### config.mk
export PLATFORM = sky130hd
export DESIGN_NAME = sfw_regs
export DESIGN_NICKNAME = d
export VERILOG_FILES = /design/src/sfw_pkg.sv /design/src/sfw_word_calc.sv /design/src/sfw_regs.sv
export VERILOG_INCLUDE_DIRS = /design/src
export SDC_FILE = /design/constraint.sdc
export NUM_CORES = 1
export LEC_CHECK = 0
export BUFFER_PORTS_ARGS = -buffer_cell sky130_fd_sc_hd__buf_2
export CORE_MARGIN = 2
export CORE_UTILIZATION = 52
export CTS_CLUSTER_DIAMETER = 30
export CTS_CLUSTER_SIZE = 14
export DETAILED_ROUTE_END_ITERATION = 16
export PLACE_DENSITY = 0.84
export SLEW_MARGIN = 30
export SYNTH_ARGS = -nofsm -noshare
export SYNTH_HDL_FRONTEND = slang
export SYNTH_SLANG_ARGS = --single-unit
export TNS_END_PERCENT = 10
### constraint.sdc
create_clock -name aclk -period 7.42 [get_ports aclk]
set_input_delay 1.484 -clock aclk [delete_from_list [all_inputs] [get_ports aclk]]
set_output_delay 1.484 -clock aclk [all_outputs]
set_load 0.05 [all_outputs]
### src/sfw_map.svh
// register offsets, field positions, reset values for the synth frequency word bank
`ifndef SFW_MAP_SVH
`define SFW_MAP_SVH
// register indices (printed offsets are not multiples of four)
`define SFW_IDX_CTRL_ONE    16'hDF07
`define SFW_IDX_OFFSET      16'hDF08
`define SFW_IDX_WORD_HIGH   16'hDF09
`define SFW_IDX_WORD_MID    16'hDF0A
`define SFW_IDX_WORD_LOW    16'hDF0B
`define SFW_IDX_SLOT        16'hDF06
`define SFW_IDX_IF          16'hDF07
`define SFW_IDX_SPACING     16'hDF40
`define SFW_IDX_STATUS      16'hDF41
`define SFW_IDX_COMMAND     16'hDF42
// reset values
`define SFW_RST_OFFSET      8'h00
`define SFW_RST_WORD_HIGH   6'h1E
`define SFW_RST_WORD_MID    8'hC4
`define SFW_RST_WORD_LOW    8'hEC
`define SFW_RST_SLOT        8'h00
`define SFW_RST_IF          5'h0F
`define SFW_RST_SPACING     16'h0000
// field positions
`define SFW_HIGH_RW_MSB     5
`define SFW_IF_MSB          4
`define SFW_CMD_APPLY_BIT   0
`define SFW_STAT_RX_BIT     0
// offset step is four carrier steps (2^16 / 2^14)
`define SFW_OFFSET_SHIFT    2
`endif

### src/sfw_pkg.sv
// types shared by the synth frequency word bank
package sfw_pkg;
	typedef logic [23:0] sfw_word_t;   // 24-bit synthesizer word
	typedef logic [7:0]  sfw_byte_t;   // one register byte
	typedef enum logic [1:0] {
		SFW_RESP_OKAY   = 2'h0,
		SFW_RESP_SLVERR = 2'h2
	} sfw_resp_t;
endpackage : sfw_pkg

### src/sfw_word_calc.sv
// combines base word, channel, offset and intermediate setting into the synth word
`timescale 1ns/1ps
`include "sfw_map.svh"
module sfw_word_calc #(
	parameter int SPACING_W = 16
) (
	input  wire logic [23:0]          base_word,
	input  wire logic [7:0]           slot_number,
	input  wire logic [SPACING_W-1:0] slot_spacing,
	input  wire logic [7:0]           offset_correction,
	input  wire logic [4:0]           intermediate_offset_setting,
	input  wire logic                 rx_active,
	output      logic [23:0]          synth_word
);
	// spacing must fit in the 24-bit word together with an 8-bit multiplier
	if (SPACING_W < 1 || SPACING_W > 16) begin : g_bad_width
		$error("sfw_word_calc: SPACING_W out of range");
	end
	wire logic [23:0] slot_product; // channel times spacing
	wire logic [23:0] offset_ext;   // sign-extended, scaled offset
	wire logic [23:0] if_term;      // if removed only in receive
	// widen both factors first, a self-sized product would lose its top byte
	assign slot_product = 24'(slot_number) * 24'(slot_spacing);            // [RQ10]
	// offset lsb is four word lsbs, so scale by shift after sign extension
	assign offset_ext   = 24'({{16{offset_correction[7]}}, offset_correction}
		<< `SFW_OFFSET_SHIFT);                                             // [RQ12] [RQ2]
	assign if_term      = rx_active ? {19'h0, intermediate_offset_setting} : 24'h0; // [RQ11]
	// modular 24-bit sum; wraps rather than saturating at the word ends
	assign synth_word   = 24'(base_word + slot_product + offset_ext - if_term); // [RQ1] [RQ5]
endmodule : sfw_word_calc

### src/sfw_regs.sv
// synth frequency word register bank with an AXI4-Lite slave
// Behaviour
// RQ1: signed offset added to base word
// RQ2: offset step is crystal over 2^14
// RQ3: apply strobe or afc adds estimate to offset
// RQ4: word bits 23:22 read-only, reset zero
// RQ5: word lsb is crystal over 2^16
// RQ6: high byte holds word bits 21:16
// RQ7: middle byte holds word bits 15:8
// RQ8: low byte holds word bits 7:0
// RQ9: word resets to 1E C4 EC
// RQ10: channel times spacing added to base
// RQ11: receive subtracts intermediate setting from base
// RQ12: sign-extend offset, shift left two, add
//
// Decided for this implementation: the AXI4-Lite slave port.
`timescale 1ns/1ps
`include "sfw_map.svh"
module sfw_regs #(
	parameter int SPACING_W = 16
) (
	input  wire logic                 aclk,
	input  wire logic                 aresetn,
	// axi4-lite write address
	input  wire logic [31:0]          s_axi_awaddr,
	input  wire logic                 s_axi_awvalid,
	output      logic                 s_axi_awready,
	// axi4-lite write data
	input  wire logic [31:0]          s_axi_wdata,
	input  wire logic [3:0]           s_axi_wstrb,
	input  wire logic                 s_axi_wvalid,
	output      logic                 s_axi_wready,
	// axi4-lite write response
	output      logic [1:0]           s_axi_bresp,
	output      logic                 s_axi_bvalid,
	input  wire logic                 s_axi_bready,
	// axi4-lite read address
	input  wire logic [31:0]          s_axi_araddr,
	input  wire logic                 s_axi_arvalid,
	output      logic                 s_axi_arready,
	// axi4-lite read data
	output      logic [31:0]          s_axi_rdata,
	output      logic [1:0]           s_axi_rresp,
	output      logic                 s_axi_rvalid,
	input  wire logic                 s_axi_rready,
	// modem side, same clock domain
	input  wire logic [7:0]           afc_estimate,
	input  wire logic                 afc_act,
	input  wire logic                 rx_active,
	output      logic [23:0]          synth_word
);
	// refuse widths the read mux and the 24-bit product cannot serve
	if (SPACING_W < 1 || SPACING_W > 16) begin : g_bad_width
		$error("sfw_regs: SPACING_W out of range");
	end

	// register index from byte address; upper bits must be zero
	function automatic logic [15:0] idx_of(input logic [31:0] addr);
		idx_of = (addr[31:18] == 14'h0 && addr[1:0] == 2'h0) ? addr[17:2] : 16'hFFFF;
	endfunction : idx_of

	// storage
	logic [7:0]           offset_r;      // offset correction
	logic [5:0]           word_high_r;   // word bits 21:16
	logic [7:0]           word_mid_r;    // word bits 15:8
	logic [7:0]           word_low_r;    // word bits 7:0
	logic [7:0]           slot_r;        // channel index
	logic [4:0]           if_r;          // intermediate setting
	logic [SPACING_W-1:0] spacing_r;     // channel spacing in word steps
	logic [7:0]           offset_nxt;
	// bus state
	logic                 aw_held_r;     // write address captured
	logic                 w_held_r;      // write data captured
	logic [31:0]          awaddr_r;
	logic [31:0]          wdata_r;
	logic [3:0]           wstrb_r;
	logic                 awready_r;
	logic                 wready_r;
	logic                 bvalid_r;
	logic [1:0]           bresp_r;
	logic                 arready_r;
	logic                 rvalid_r;
	logic [31:0]          rdata_r;
	logic [1:0]           rresp_r;
	logic [23:0]          synth_word_r;
	logic                 rx_q1_r;       // rx flag is same domain, no sync needed

	// write decode
	wire logic        do_write;  // both halves held, response slot free
	wire logic [15:0] widx;
	wire logic        wlane0;    // low byte lane enabled
	wire logic        wmapped;
	wire logic        wr_offset;
	wire logic        wr_high;
	wire logic        wr_mid;
	wire logic        wr_low;
	wire logic        wr_slot;
	wire logic        wr_if;
	wire logic        wr_spacing;
	wire logic        wr_cmd;
	wire logic        apply_hit; // software strobe or afc event
	assign do_write   = aw_held_r && w_held_r && !bvalid_r;
	assign widx       = idx_of(awaddr_r);
	assign wlane0     = wstrb_r[0];
	assign wr_offset  = do_write && wlane0 && widx == `SFW_IDX_OFFSET;
	assign wr_high    = do_write && wlane0 && widx == `SFW_IDX_WORD_HIGH;
	assign wr_mid     = do_write && wlane0 && widx == `SFW_IDX_WORD_MID;
	assign wr_low     = do_write && wlane0 && widx == `SFW_IDX_WORD_LOW;
	assign wr_slot    = do_write && wlane0 && widx == `SFW_IDX_SLOT;
	assign wr_if      = do_write && wlane0 && widx == `SFW_IDX_IF;
	assign wr_spacing = do_write && widx == `SFW_IDX_SPACING;
	assign wr_cmd     = do_write && wlane0 && widx == `SFW_IDX_COMMAND;
	assign wmapped    = widx == `SFW_IDX_OFFSET || widx == `SFW_IDX_WORD_HIGH ||
		widx == `SFW_IDX_WORD_MID || widx == `SFW_IDX_WORD_LOW ||
		widx == `SFW_IDX_SLOT || widx == `SFW_IDX_IF ||
		widx == `SFW_IDX_SPACING || widx == `SFW_IDX_COMMAND ||
		widx == `SFW_IDX_STATUS;
	assign apply_hit  = (wr_cmd && wdata_r[`SFW_CMD_APPLY_BIT]) || afc_act;

	// offset update: accumulation wins over a plain write in the same cycle,
	// so an afc event is never lost behind software
	always_comb begin
		offset_nxt = offset_r;
		if (wr_offset) begin
			offset_nxt = wdata_r[7:0];
		end
		if (apply_hit) begin
			offset_nxt = 8'(offset_r + afc_estimate); // [RQ3]
		end
	end

	// read decode
	wire logic [15:0] ridx;
	wire logic [31:0] rword;     // selected read value
	wire logic        rmapped;
	assign ridx = idx_of(s_axi_araddr);
	// the two top word bits read as zero and cannot be written
	assign rword =
		(ridx == `SFW_IDX_OFFSET)    ? {24'h0, offset_r} :
		(ridx == `SFW_IDX_WORD_HIGH) ? {24'h0, 2'b00, word_high_r} :   // [RQ4] [RQ6]
		(ridx == `SFW_IDX_WORD_MID)  ? {24'h0, word_mid_r} :           // [RQ7]
		(ridx == `SFW_IDX_WORD_LOW)  ? {24'h0, word_low_r} :           // [RQ8]
		(ridx == `SFW_IDX_SLOT)      ? {24'h0, slot_r} :
		(ridx == `SFW_IDX_IF)        ? {27'h0, if_r} :
		(ridx == `SFW_IDX_SPACING)   ? {{(32-SPACING_W){1'b0}}, spacing_r} :
		(ridx == `SFW_IDX_STATUS)    ? {31'h0, rx_q1_r} :
		32'h0000_0000;
	assign rmapped = ridx == `SFW_IDX_OFFSET || ridx == `SFW_IDX_WORD_HIGH ||
		ridx == `SFW_IDX_WORD_MID || ridx == `SFW_IDX_WORD_LOW ||
		ridx == `SFW_IDX_SLOT || ridx == `SFW_IDX_IF ||
		ridx == `SFW_IDX_SPACING || ridx == `SFW_IDX_STATUS ||
		ridx == `SFW_IDX_COMMAND;

	// write address capture
	always_ff @(posedge aclk) begin
		if (!aresetn) begin
			aw_held_r <= 1'b0;
			awaddr_r  <= 32'h0000_0000;
			awready_r <= 1'b0;
		end else if (s_axi_awvalid && awready_r) begin
			aw_held_r <= 1'b1;
			awaddr_r  <= s_axi_awaddr;
			awready_r <= 1'b0;
		end else begin
			if (do_write) begin
				aw_held_r <= 1'b0;
			end
			awready_r <= !aw_held_r && !do_write && !awready_r;
		end
	end

	// write data capture
	always_ff @(posedge aclk) begin
		if (!aresetn) begin
			w_held_r <= 1'b0;
			wdata_r  <= 32'h0000_0000;
			wstrb_r  <= 4'h0;
			wready_r <= 1'b0;
		end else if (s_axi_wvalid && wready_r) begin
			w_held_r <= 1'b1;
			wdata_r  <= s_axi_wdata;
			wstrb_r  <= s_axi_wstrb;
			wready_r <= 1'b0;
		end else begin
			if (do_write) begin
				w_held_r <= 1'b0;
			end
			wready_r <= !w_held_r && !do_write && !wready_r;
		end
	end

	// write response, slverr for unmapped index
	always_ff @(posedge aclk) begin
		if (!aresetn) begin
			bvalid_r <= 1'b0;
			bresp_r  <= sfw_pkg::SFW_RESP_OKAY;
		end else if (do_write) begin
			bvalid_r <= 1'b1;
			bresp_r  <= wmapped ? sfw_pkg::SFW_RESP_OKAY : sfw_pkg::SFW_RESP_SLVERR;
		end else if (s_axi_bready) begin
			bvalid_r <= 1'b0;
		end
	end

	// register storage
	always_ff @(posedge aclk) begin
		if (!aresetn) begin
			offset_r    <= `SFW_RST_OFFSET;
			word_high_r <= `SFW_RST_WORD_HIGH;                            // [RQ9]
			word_mid_r  <= `SFW_RST_WORD_MID;                             // [RQ9]
			word_low_r  <= `SFW_RST_WORD_LOW;                             // [RQ9]
			slot_r      <= `SFW_RST_SLOT;
			if_r        <= `SFW_RST_IF;
			spacing_r   <= SPACING_W'(`SFW_RST_SPACING);
		end else begin
			offset_r <= offset_nxt;
			if (wr_high) begin
				word_high_r <= wdata_r[`SFW_HIGH_RW_MSB:0];                 // [RQ6]
			end
			if (wr_mid) begin
				word_mid_r <= wdata_r[7:0];                                 // [RQ7]
			end
			if (wr_low) begin
				word_low_r <= wdata_r[7:0];                                 // [RQ8]
			end
			if (wr_slot) begin
				slot_r <= wdata_r[7:0];
			end
			if (wr_if) begin
				if_r <= wdata_r[`SFW_IF_MSB:0];
			end
			if (wr_spacing) begin
				spacing_r <= wdata_r[SPACING_W-1:0];
			end
		end
	end

	// read channel: one-cycle arready pulse, data one edge later
	always_ff @(posedge aclk) begin
		if (!aresetn) begin
			arready_r <= 1'b0;
			rvalid_r  <= 1'b0;
			rdata_r   <= 32'h0000_0000;
			rresp_r   <= sfw_pkg::SFW_RESP_OKAY;
		end else if (s_axi_arvalid && arready_r) begin
			arready_r <= 1'b0;
			rvalid_r  <= 1'b1;
			rdata_r   <= rword;
			rresp_r   <= rmapped ? sfw_pkg::SFW_RESP_OKAY : sfw_pkg::SFW_RESP_SLVERR;
		end else begin
			if (rvalid_r && s_axi_rready) begin
				rvalid_r <= 1'b0;
			end
			arready_r <= !rvalid_r && !arready_r && s_axi_arvalid;
		end
	end

	// synthesizer word, registered so the output comes from a flop
	wire logic [23:0] word_comb;
	wire logic [23:0] base_word;
	assign base_word = {2'b00, word_high_r, word_mid_r, word_low_r};     // [RQ4] [RQ5]
	sfw_word_calc #(
		.SPACING_W (SPACING_W)
	) u_calc (
		.base_word                   (base_word),
		.slot_number                 (slot_r),
		.slot_spacing                (spacing_r),
		.offset_correction           (offset_r),
		.intermediate_offset_setting (if_r),
		.rx_active                   (rx_active),
		.synth_word                  (word_comb)
	);
	always_ff @(posedge aclk) begin
		if (!aresetn) begin
			synth_word_r <= 24'h00_0000;
			rx_q1_r      <= 1'b0;
		end else begin
			synth_word_r <= word_comb;                                     // [RQ1]
			rx_q1_r      <= rx_active;
		end
	end

	assign s_axi_awready = awready_r;
	assign s_axi_wready  = wready_r;
	assign s_axi_bvalid  = bvalid_r;
	assign s_axi_bresp   = bresp_r;
	assign s_axi_arready = arready_r;
	assign s_axi_rvalid  = rvalid_r;
	assign s_axi_rdata   = rdata_r;
	assign s_axi_rresp   = rresp_r;
	assign synth_word    = synth_word_r;
endmodule : sfw_regs

# Word-level counts from Yosys, hierarchy flattened
# Cells that the tools add are included.
classes:
  add_sub_neg: 4
  n_mul: 1
  n_eq_ne: 18
  mux: 22
  n_bitwise: 1
  reduce_logical: 61
op_table:
  columns: ["cell", "n"]
  rows:
  - ["$eq A16 B16 Y1 const B", 18]
  - ["$mux W16", 9]
  - ["$logic_not A14 Y1", 2]
  - ["$add A22 B24 Y24", 1]
  - ["$add A24 B24 Y24", 1]
  - ["$logic_and A1 B1 Y1", 24]
  - ["$mul A8 B16 Y24", 1]
  - ["$sub A24 B5 Y24", 1]
  - ["$logic_or A1 B1 Y1", 17]
  - ["$mux W8", 2]
  - ["$reduce_bool A2 Y1", 5]
  - ["$add A8 B8 Y8", 1]
  - ["$logic_not A1 Y1", 8]
  - ["$mux W1", 8]
  - ["$reduce_or A2 Y1", 3]
  - ["$mux W5", 1]
  - ["$logic_not A2 Y1", 2]
  - ["$mux W2", 2]
  - ["$not A1 Y1", 1]
word_totals:
  ff_bits: 176
  input_bits: 117
  output_inout_bits: 65

# Depth between registers and ports, before layout
depth:
  depth_word: 13
  mapped_depth: 22

# Cells and area by module
# From an unflattened synthesis, not the netlist that was laid out.
unflattened:
  cells_unflattened: 1436
  hier_area_um2: 12585.8
modules_own_cells:
  columns: ["module", "instances", "cells_each", "area_each_um2", "seq_area_each_um2"]
  rows:
  - ["sfw_regs", 1, 770, 6890.4, 3163.0]
  - ["sfw_word_calc", 1, 666, 5695.5, 0.0]

# Worst setup path after synthesis
# OpenSTA, ideal clock, no wires.
synth_path:
  path_type: "register to register"
  from: "reg slot_r[0]"
  to: "reg synth_word_r[16], in the netlist synth_word[16]"
  setup_ps: 72
  arrival_ps: 5263
  required_ps: 7348
  path_slack_ps: 2085
  stages_incl_launch_ff: 22
  period_less_slack_ps: 5335
  cell_sequence: "dfxtp_1 -> clkbuf_1 -> clkbuf_1 -> nand2_1 -> fa_1 -> inv_1 -> fa_1 -> inv_1 -> fa_1 -> inv_1 -> fa_1 -> inv_1 -> fa_1 -> inv_1 -> ha_1 -> o21a_1 -> o31a_1 -> or4_1 -> a31oi_1 -> a21oi_1 -> a31oi_1 -> mux2i_1"
synth_via:
  elab_chain_cells: 4
synth_lines:
  columns: ["item", "line", "source"]
  rows:
  - ["from (decl)", "sfw_regs.sv:67", "logic [7:0] slot_r;"]
  - ["from (signal assigned)", "sfw_regs.sv:212", "slot_r <= `SFW_RST_SLOT;"]
  - ["from (signal assigned)", "sfw_regs.sv:227", "slot_r <= wdata_r[7:0];"]
  - ["$mul A8 B16 Y24", "sfw_word_calc.sv:23", "assign slot_product = 24'(slot_number) * 24'(slot_spacing);"]
  - ["$add A22 B24 Y24", "sfw_word_calc.sv:29", "assign synth_word = 24'(base_word + slot_product + offset_ext - if_term);"]
  - ["$add A24 B24 Y24", "sfw_word_calc.sv:29", null]
  - ["$sub A24 B5 Y24", "sfw_word_calc.sv:29", null]
  - ["to (signal assigned)", "sfw_regs.sv:278", "synth_word_r <= word_comb;"]
  - ["to (decl)", "sfw_regs.sv:85", "logic [23:0] synth_word_r;"]
# No other way between the ends.
# A chain may end at the register's enable or synchronous reset.

# Final worst setup path
layout_path:
  from: "reg slot_r[0]"
  to: "reg synth_word_r[17], in the netlist synth_word[17]"
# Same word-level chain as after synthesis.

==> key figures <==
Clock network
  • CTS root buf: clkbuf_16
  • Maximum clock path buffer count: 2
  • CTS sink count: 158
  • Worst-path clk slew: 60 ps
  • CTS resizes: 0
  • CTS tree: done
  • TritonCTS buffer count: 17
  • Hold bufs inserted after CTS: 0
  • Post CTS Setup Buffer Count: 0
  • Worst skew pair latency: 430 ps
  • H-tree Lvls: 4

Pwr
  • Leak Pwr: 0.00652 uW
  • Max IR drop VDD: 0.146 mV
  • Comb power frac: 32.3%
  • Flop pwr share: 34.7%
  • PD cells: 199 mW/mm^2
  • NetSw: 986 uW
  • Switching share of power: 35.8%
  • Pint: 1770 uW
  • Clock network power share: 33.0%

Run
  • Max cap viols: 0

Floorplan
  • Rows: 56
  • Die X: 159 um
  • Chip Height: 159 um
  • Io pins: 182
  • Die area: 0.0252 mm^2
  • Core Region: 0.0235 mm^2
  • Initial core utilization: 53.1%

Global route
  • Total Routing Usage GR: 23.6%
  • Initial antenna violation count: 0
  • Vias in the first global route: 9794
  • Largest net degree at the start of global routing: 96
  • Global-route wire length before repair: 48400 um
  • Overflow after GRT: 0

STA
  • Hold Fails Final Rpt: 0
  • Maximum clock rate: 175 MHz
  • Setup_tns: 0 ps
  • Setup-failing EPs final: 0
  • Clock Skew: 11.2 ps
  • Worst Tran Pin Value: 874 ps
  • Final worst-path cycle share: 77.2%
  • Final Critical Period: 5730 ps
  • Max Slew Vio Count: 0
  • Unrepaired setup endpoints after global routing: false
  • Slew headroom: 41.6%

Final layout
  • Fin cells: 1849
  • Filler cell count: 1929
  • Post-route cell area: 0.0139 mm^2
  • Nets: 1835
  • Area growth syn-to-layout: 11.2%
  • Antenna cells: 0
  • Layout cells sized above 1: 12.6%

Yosys
  • Synth area leaders: dfxtp_1 (25%), fa_1 (21%), nand2_1 (7.3%), inv_1 (6.8%), ha_1 (6.8%)
  • Synth Cell Area: 0.0125 mm^2
  • Post-synthesis xor/xnor area fraction: 1.48%
  • Seq/Total Area, Yosys: 25.4%
  • Most numerous cell in the Yosys netlist: nand2_1
  • Simple-gate area share of the yosys netlist: 18.9%
  • Leading area contributor after synthesis: dfxtp_1
  • Main combinational cell family by area after synthesis: adder cells
  • Mux cell area share after synthesis: 5.00%
  • Post-synthesis sequential element count: 158
  • Synth Area in Compound Gates: 10.6%
  • Post-synth ARST share: 0%
  • Synth cell count leaders: nand2_1 (241), inv_1 (227), dfxtp_1 (158), fa_1 (133), clkbuf_1 (71)
  • Synth cell types: 71
  • Warning count from the yosys run: 0
  • Adder-cell share of the synthesized area: 28.2%
  • Post-synth EDFFs: 0
  • Syn Inst Count: 1429
  • Yosys top cell area share: 25.4%
  • Primary FF master, synth: dfxtp_1
  • Post-Syn Area per Cell: 8.72 um^2

Setup path
  • Worst-path cell chain: nand2_1 > fa_1 > inv_1 > fa_1 > inv_1 > fa_1 > inv_1 > fa_1 > inv_1 > fa_1 > inv_1 > ha_1 > o21a_1 > a41oi_1 > a211oi_1 > a311oi_1 > xnor2_1 > and2_1
  • Worst setup SP type: flop
  • Critical path's largest stage delay: 740 ps
  • CP Data Required Time: 7750 ps
  • Worst path slowest cell: dfxtp_1
  • Critical path class: reg2reg
  • Worst EP arrival: 6060 ps
  • CP Capture Type: flop
  • Critical path peak fanout: 18

Outcome
  • Status: finished clean

Place
  • Post-detail-place hpwl: 22200 um
  • DP Area: 0.0132 mm^2
  • Gpl congestion: 0.906
  • Inst Count DP: 1817
  • I/O Buffers: 144

Hold path
  • Tightest Hold Check Type: reg2reg

Route
  • Drt total wl: 29900 um
  • Drt drc: 0
  • Via-per-instance ratio: 5.35
  • Pre-antenna DRT Iters: 6
  • Via count: 9898
  • DR iter-0 viols: 644
  • DRT antenna net count: 0
  • Post-detailed-route wirelength per cell: 16.2 um
routing by layer:
metal / wire length [um] / vias up / track usage, % / part of all wire, %
met5: 0 / - / 0 / 0
met4: 1010 / 0 / 9.84 / 3.4
met3: 2630 / 86 / 5.80 / 8.8
met2: 14200 / 439 / 39.7 / 48
met1: 12000 / 4701 / 29.0 / 40
li1: - / 4672 / - / -
logic make-up after synthesis:
logic type                 Yosys count
AOI/OAI and AO/OA                  187
xor gates and xnor gates            21
adders and majority gates          201
buffers and inverters              323
DFF                                158
muxes                               61
other                                1
and+or+nand+nor                    477
state kept, by name, summed over array words and instances (netlist names), 5 cells and up:
register,count
if_r,5
s_axi_rdata,16
slot_r,8
wdata_r,16
offset_r,8
word_mid_r,8
word_low_r,8
spacing_r,16
word_high_r,6
awaddr_r,32
synth_word,24
through the flow:
step,total power [uW],util (%),hold WS [ps],worst slack [ps]
finish,2750,59.0,450,1690
global route,2900,59.0,468,1430
floorplan,1670,-,407,2080
CTS,2770,59.0,452,1730
global placement,1830,56.4,434,1730
detailed placement,1860,56.4,443,1680
power by group through the flow:
stage                     clock [uW]  sequential, uW  combinational, uW
after global placement             0             975                859
after floorplan                    0            1150                517
after detailed placement           0             974                885
after CTS                        920             955                890
after global routing             953             963                980
final                            908             955                889
worst paths after layout:
check                                startpoint              end  slack [ps]  depth (start not counted)
worst min-delay path            s_axi_rdata[14]  s_axi_rdata[14]         450                          2
worst min register to register  s_axi_rdata[14]  s_axi_rdata[14]         450                          2
worst max-delay path                  slot_r[0]   synth_word[17]        1690                         18
worst max register to register        slot_r[0]   synth_word[17]        1690                         18
cell usage in the layout, fill, tap and decap left out, types with 5 or more instances in the layout:
cell type,n
xnor2_1,17
a21boi_0,54
nor3b_1,6
a21o_1,7
a21boi_1,9
clkbuf_16,17
nor3_1,12
o21ai_0,23
conb_1,18
o211a_1,5
nor2_1,27
a31oi_1,12
nand4_1,5
or3_1,5
nor2b_1,48
dfxtp_1,158
ha_1,68
nand2_1,240
and3_1,5
nand3_1,20
a22oi_1,6
fa_1,133
o211ai_1,7
buf_2,143
mux2i_1,60
nand2b_1,11
inv_1,227
buf_4,5
a21oi_1,24
and2_1,64
nor4_1,8
layout make-up:
| class | count | area (um^2) | area share, % |
|---|---|---|---|
| Tap cell | 319 | 399 | 2.88 |
| Timing Repair Buffer | 148 | 753 | 5.44 |
| Inverter | 227 | 852 | 6.15 |
| Clock buffer | 20 | 457 | 3.30 |
| Multi-Input combinational cell | 965 | 8080 | 58.3 |
| Clock inverter | 12 | 153 | 1.10 |
| Sequential cell | 158 | 3160 | 22.8 |
worst max-delay path, delay by kind of cell, from the launching register on:
kind / cells / cell delay [ps]
and+or+nand+nor: 2 / 350
buffers and inverters: 5 / 270
AOI/OAI and AO/OA: 4 / 1310
xor gates and xnor gates: 1 / 90
DFF: 1 / 740
adders and majority gates: 6 / 2890
No activity file was read; power rests on OpenSTA's default activity.
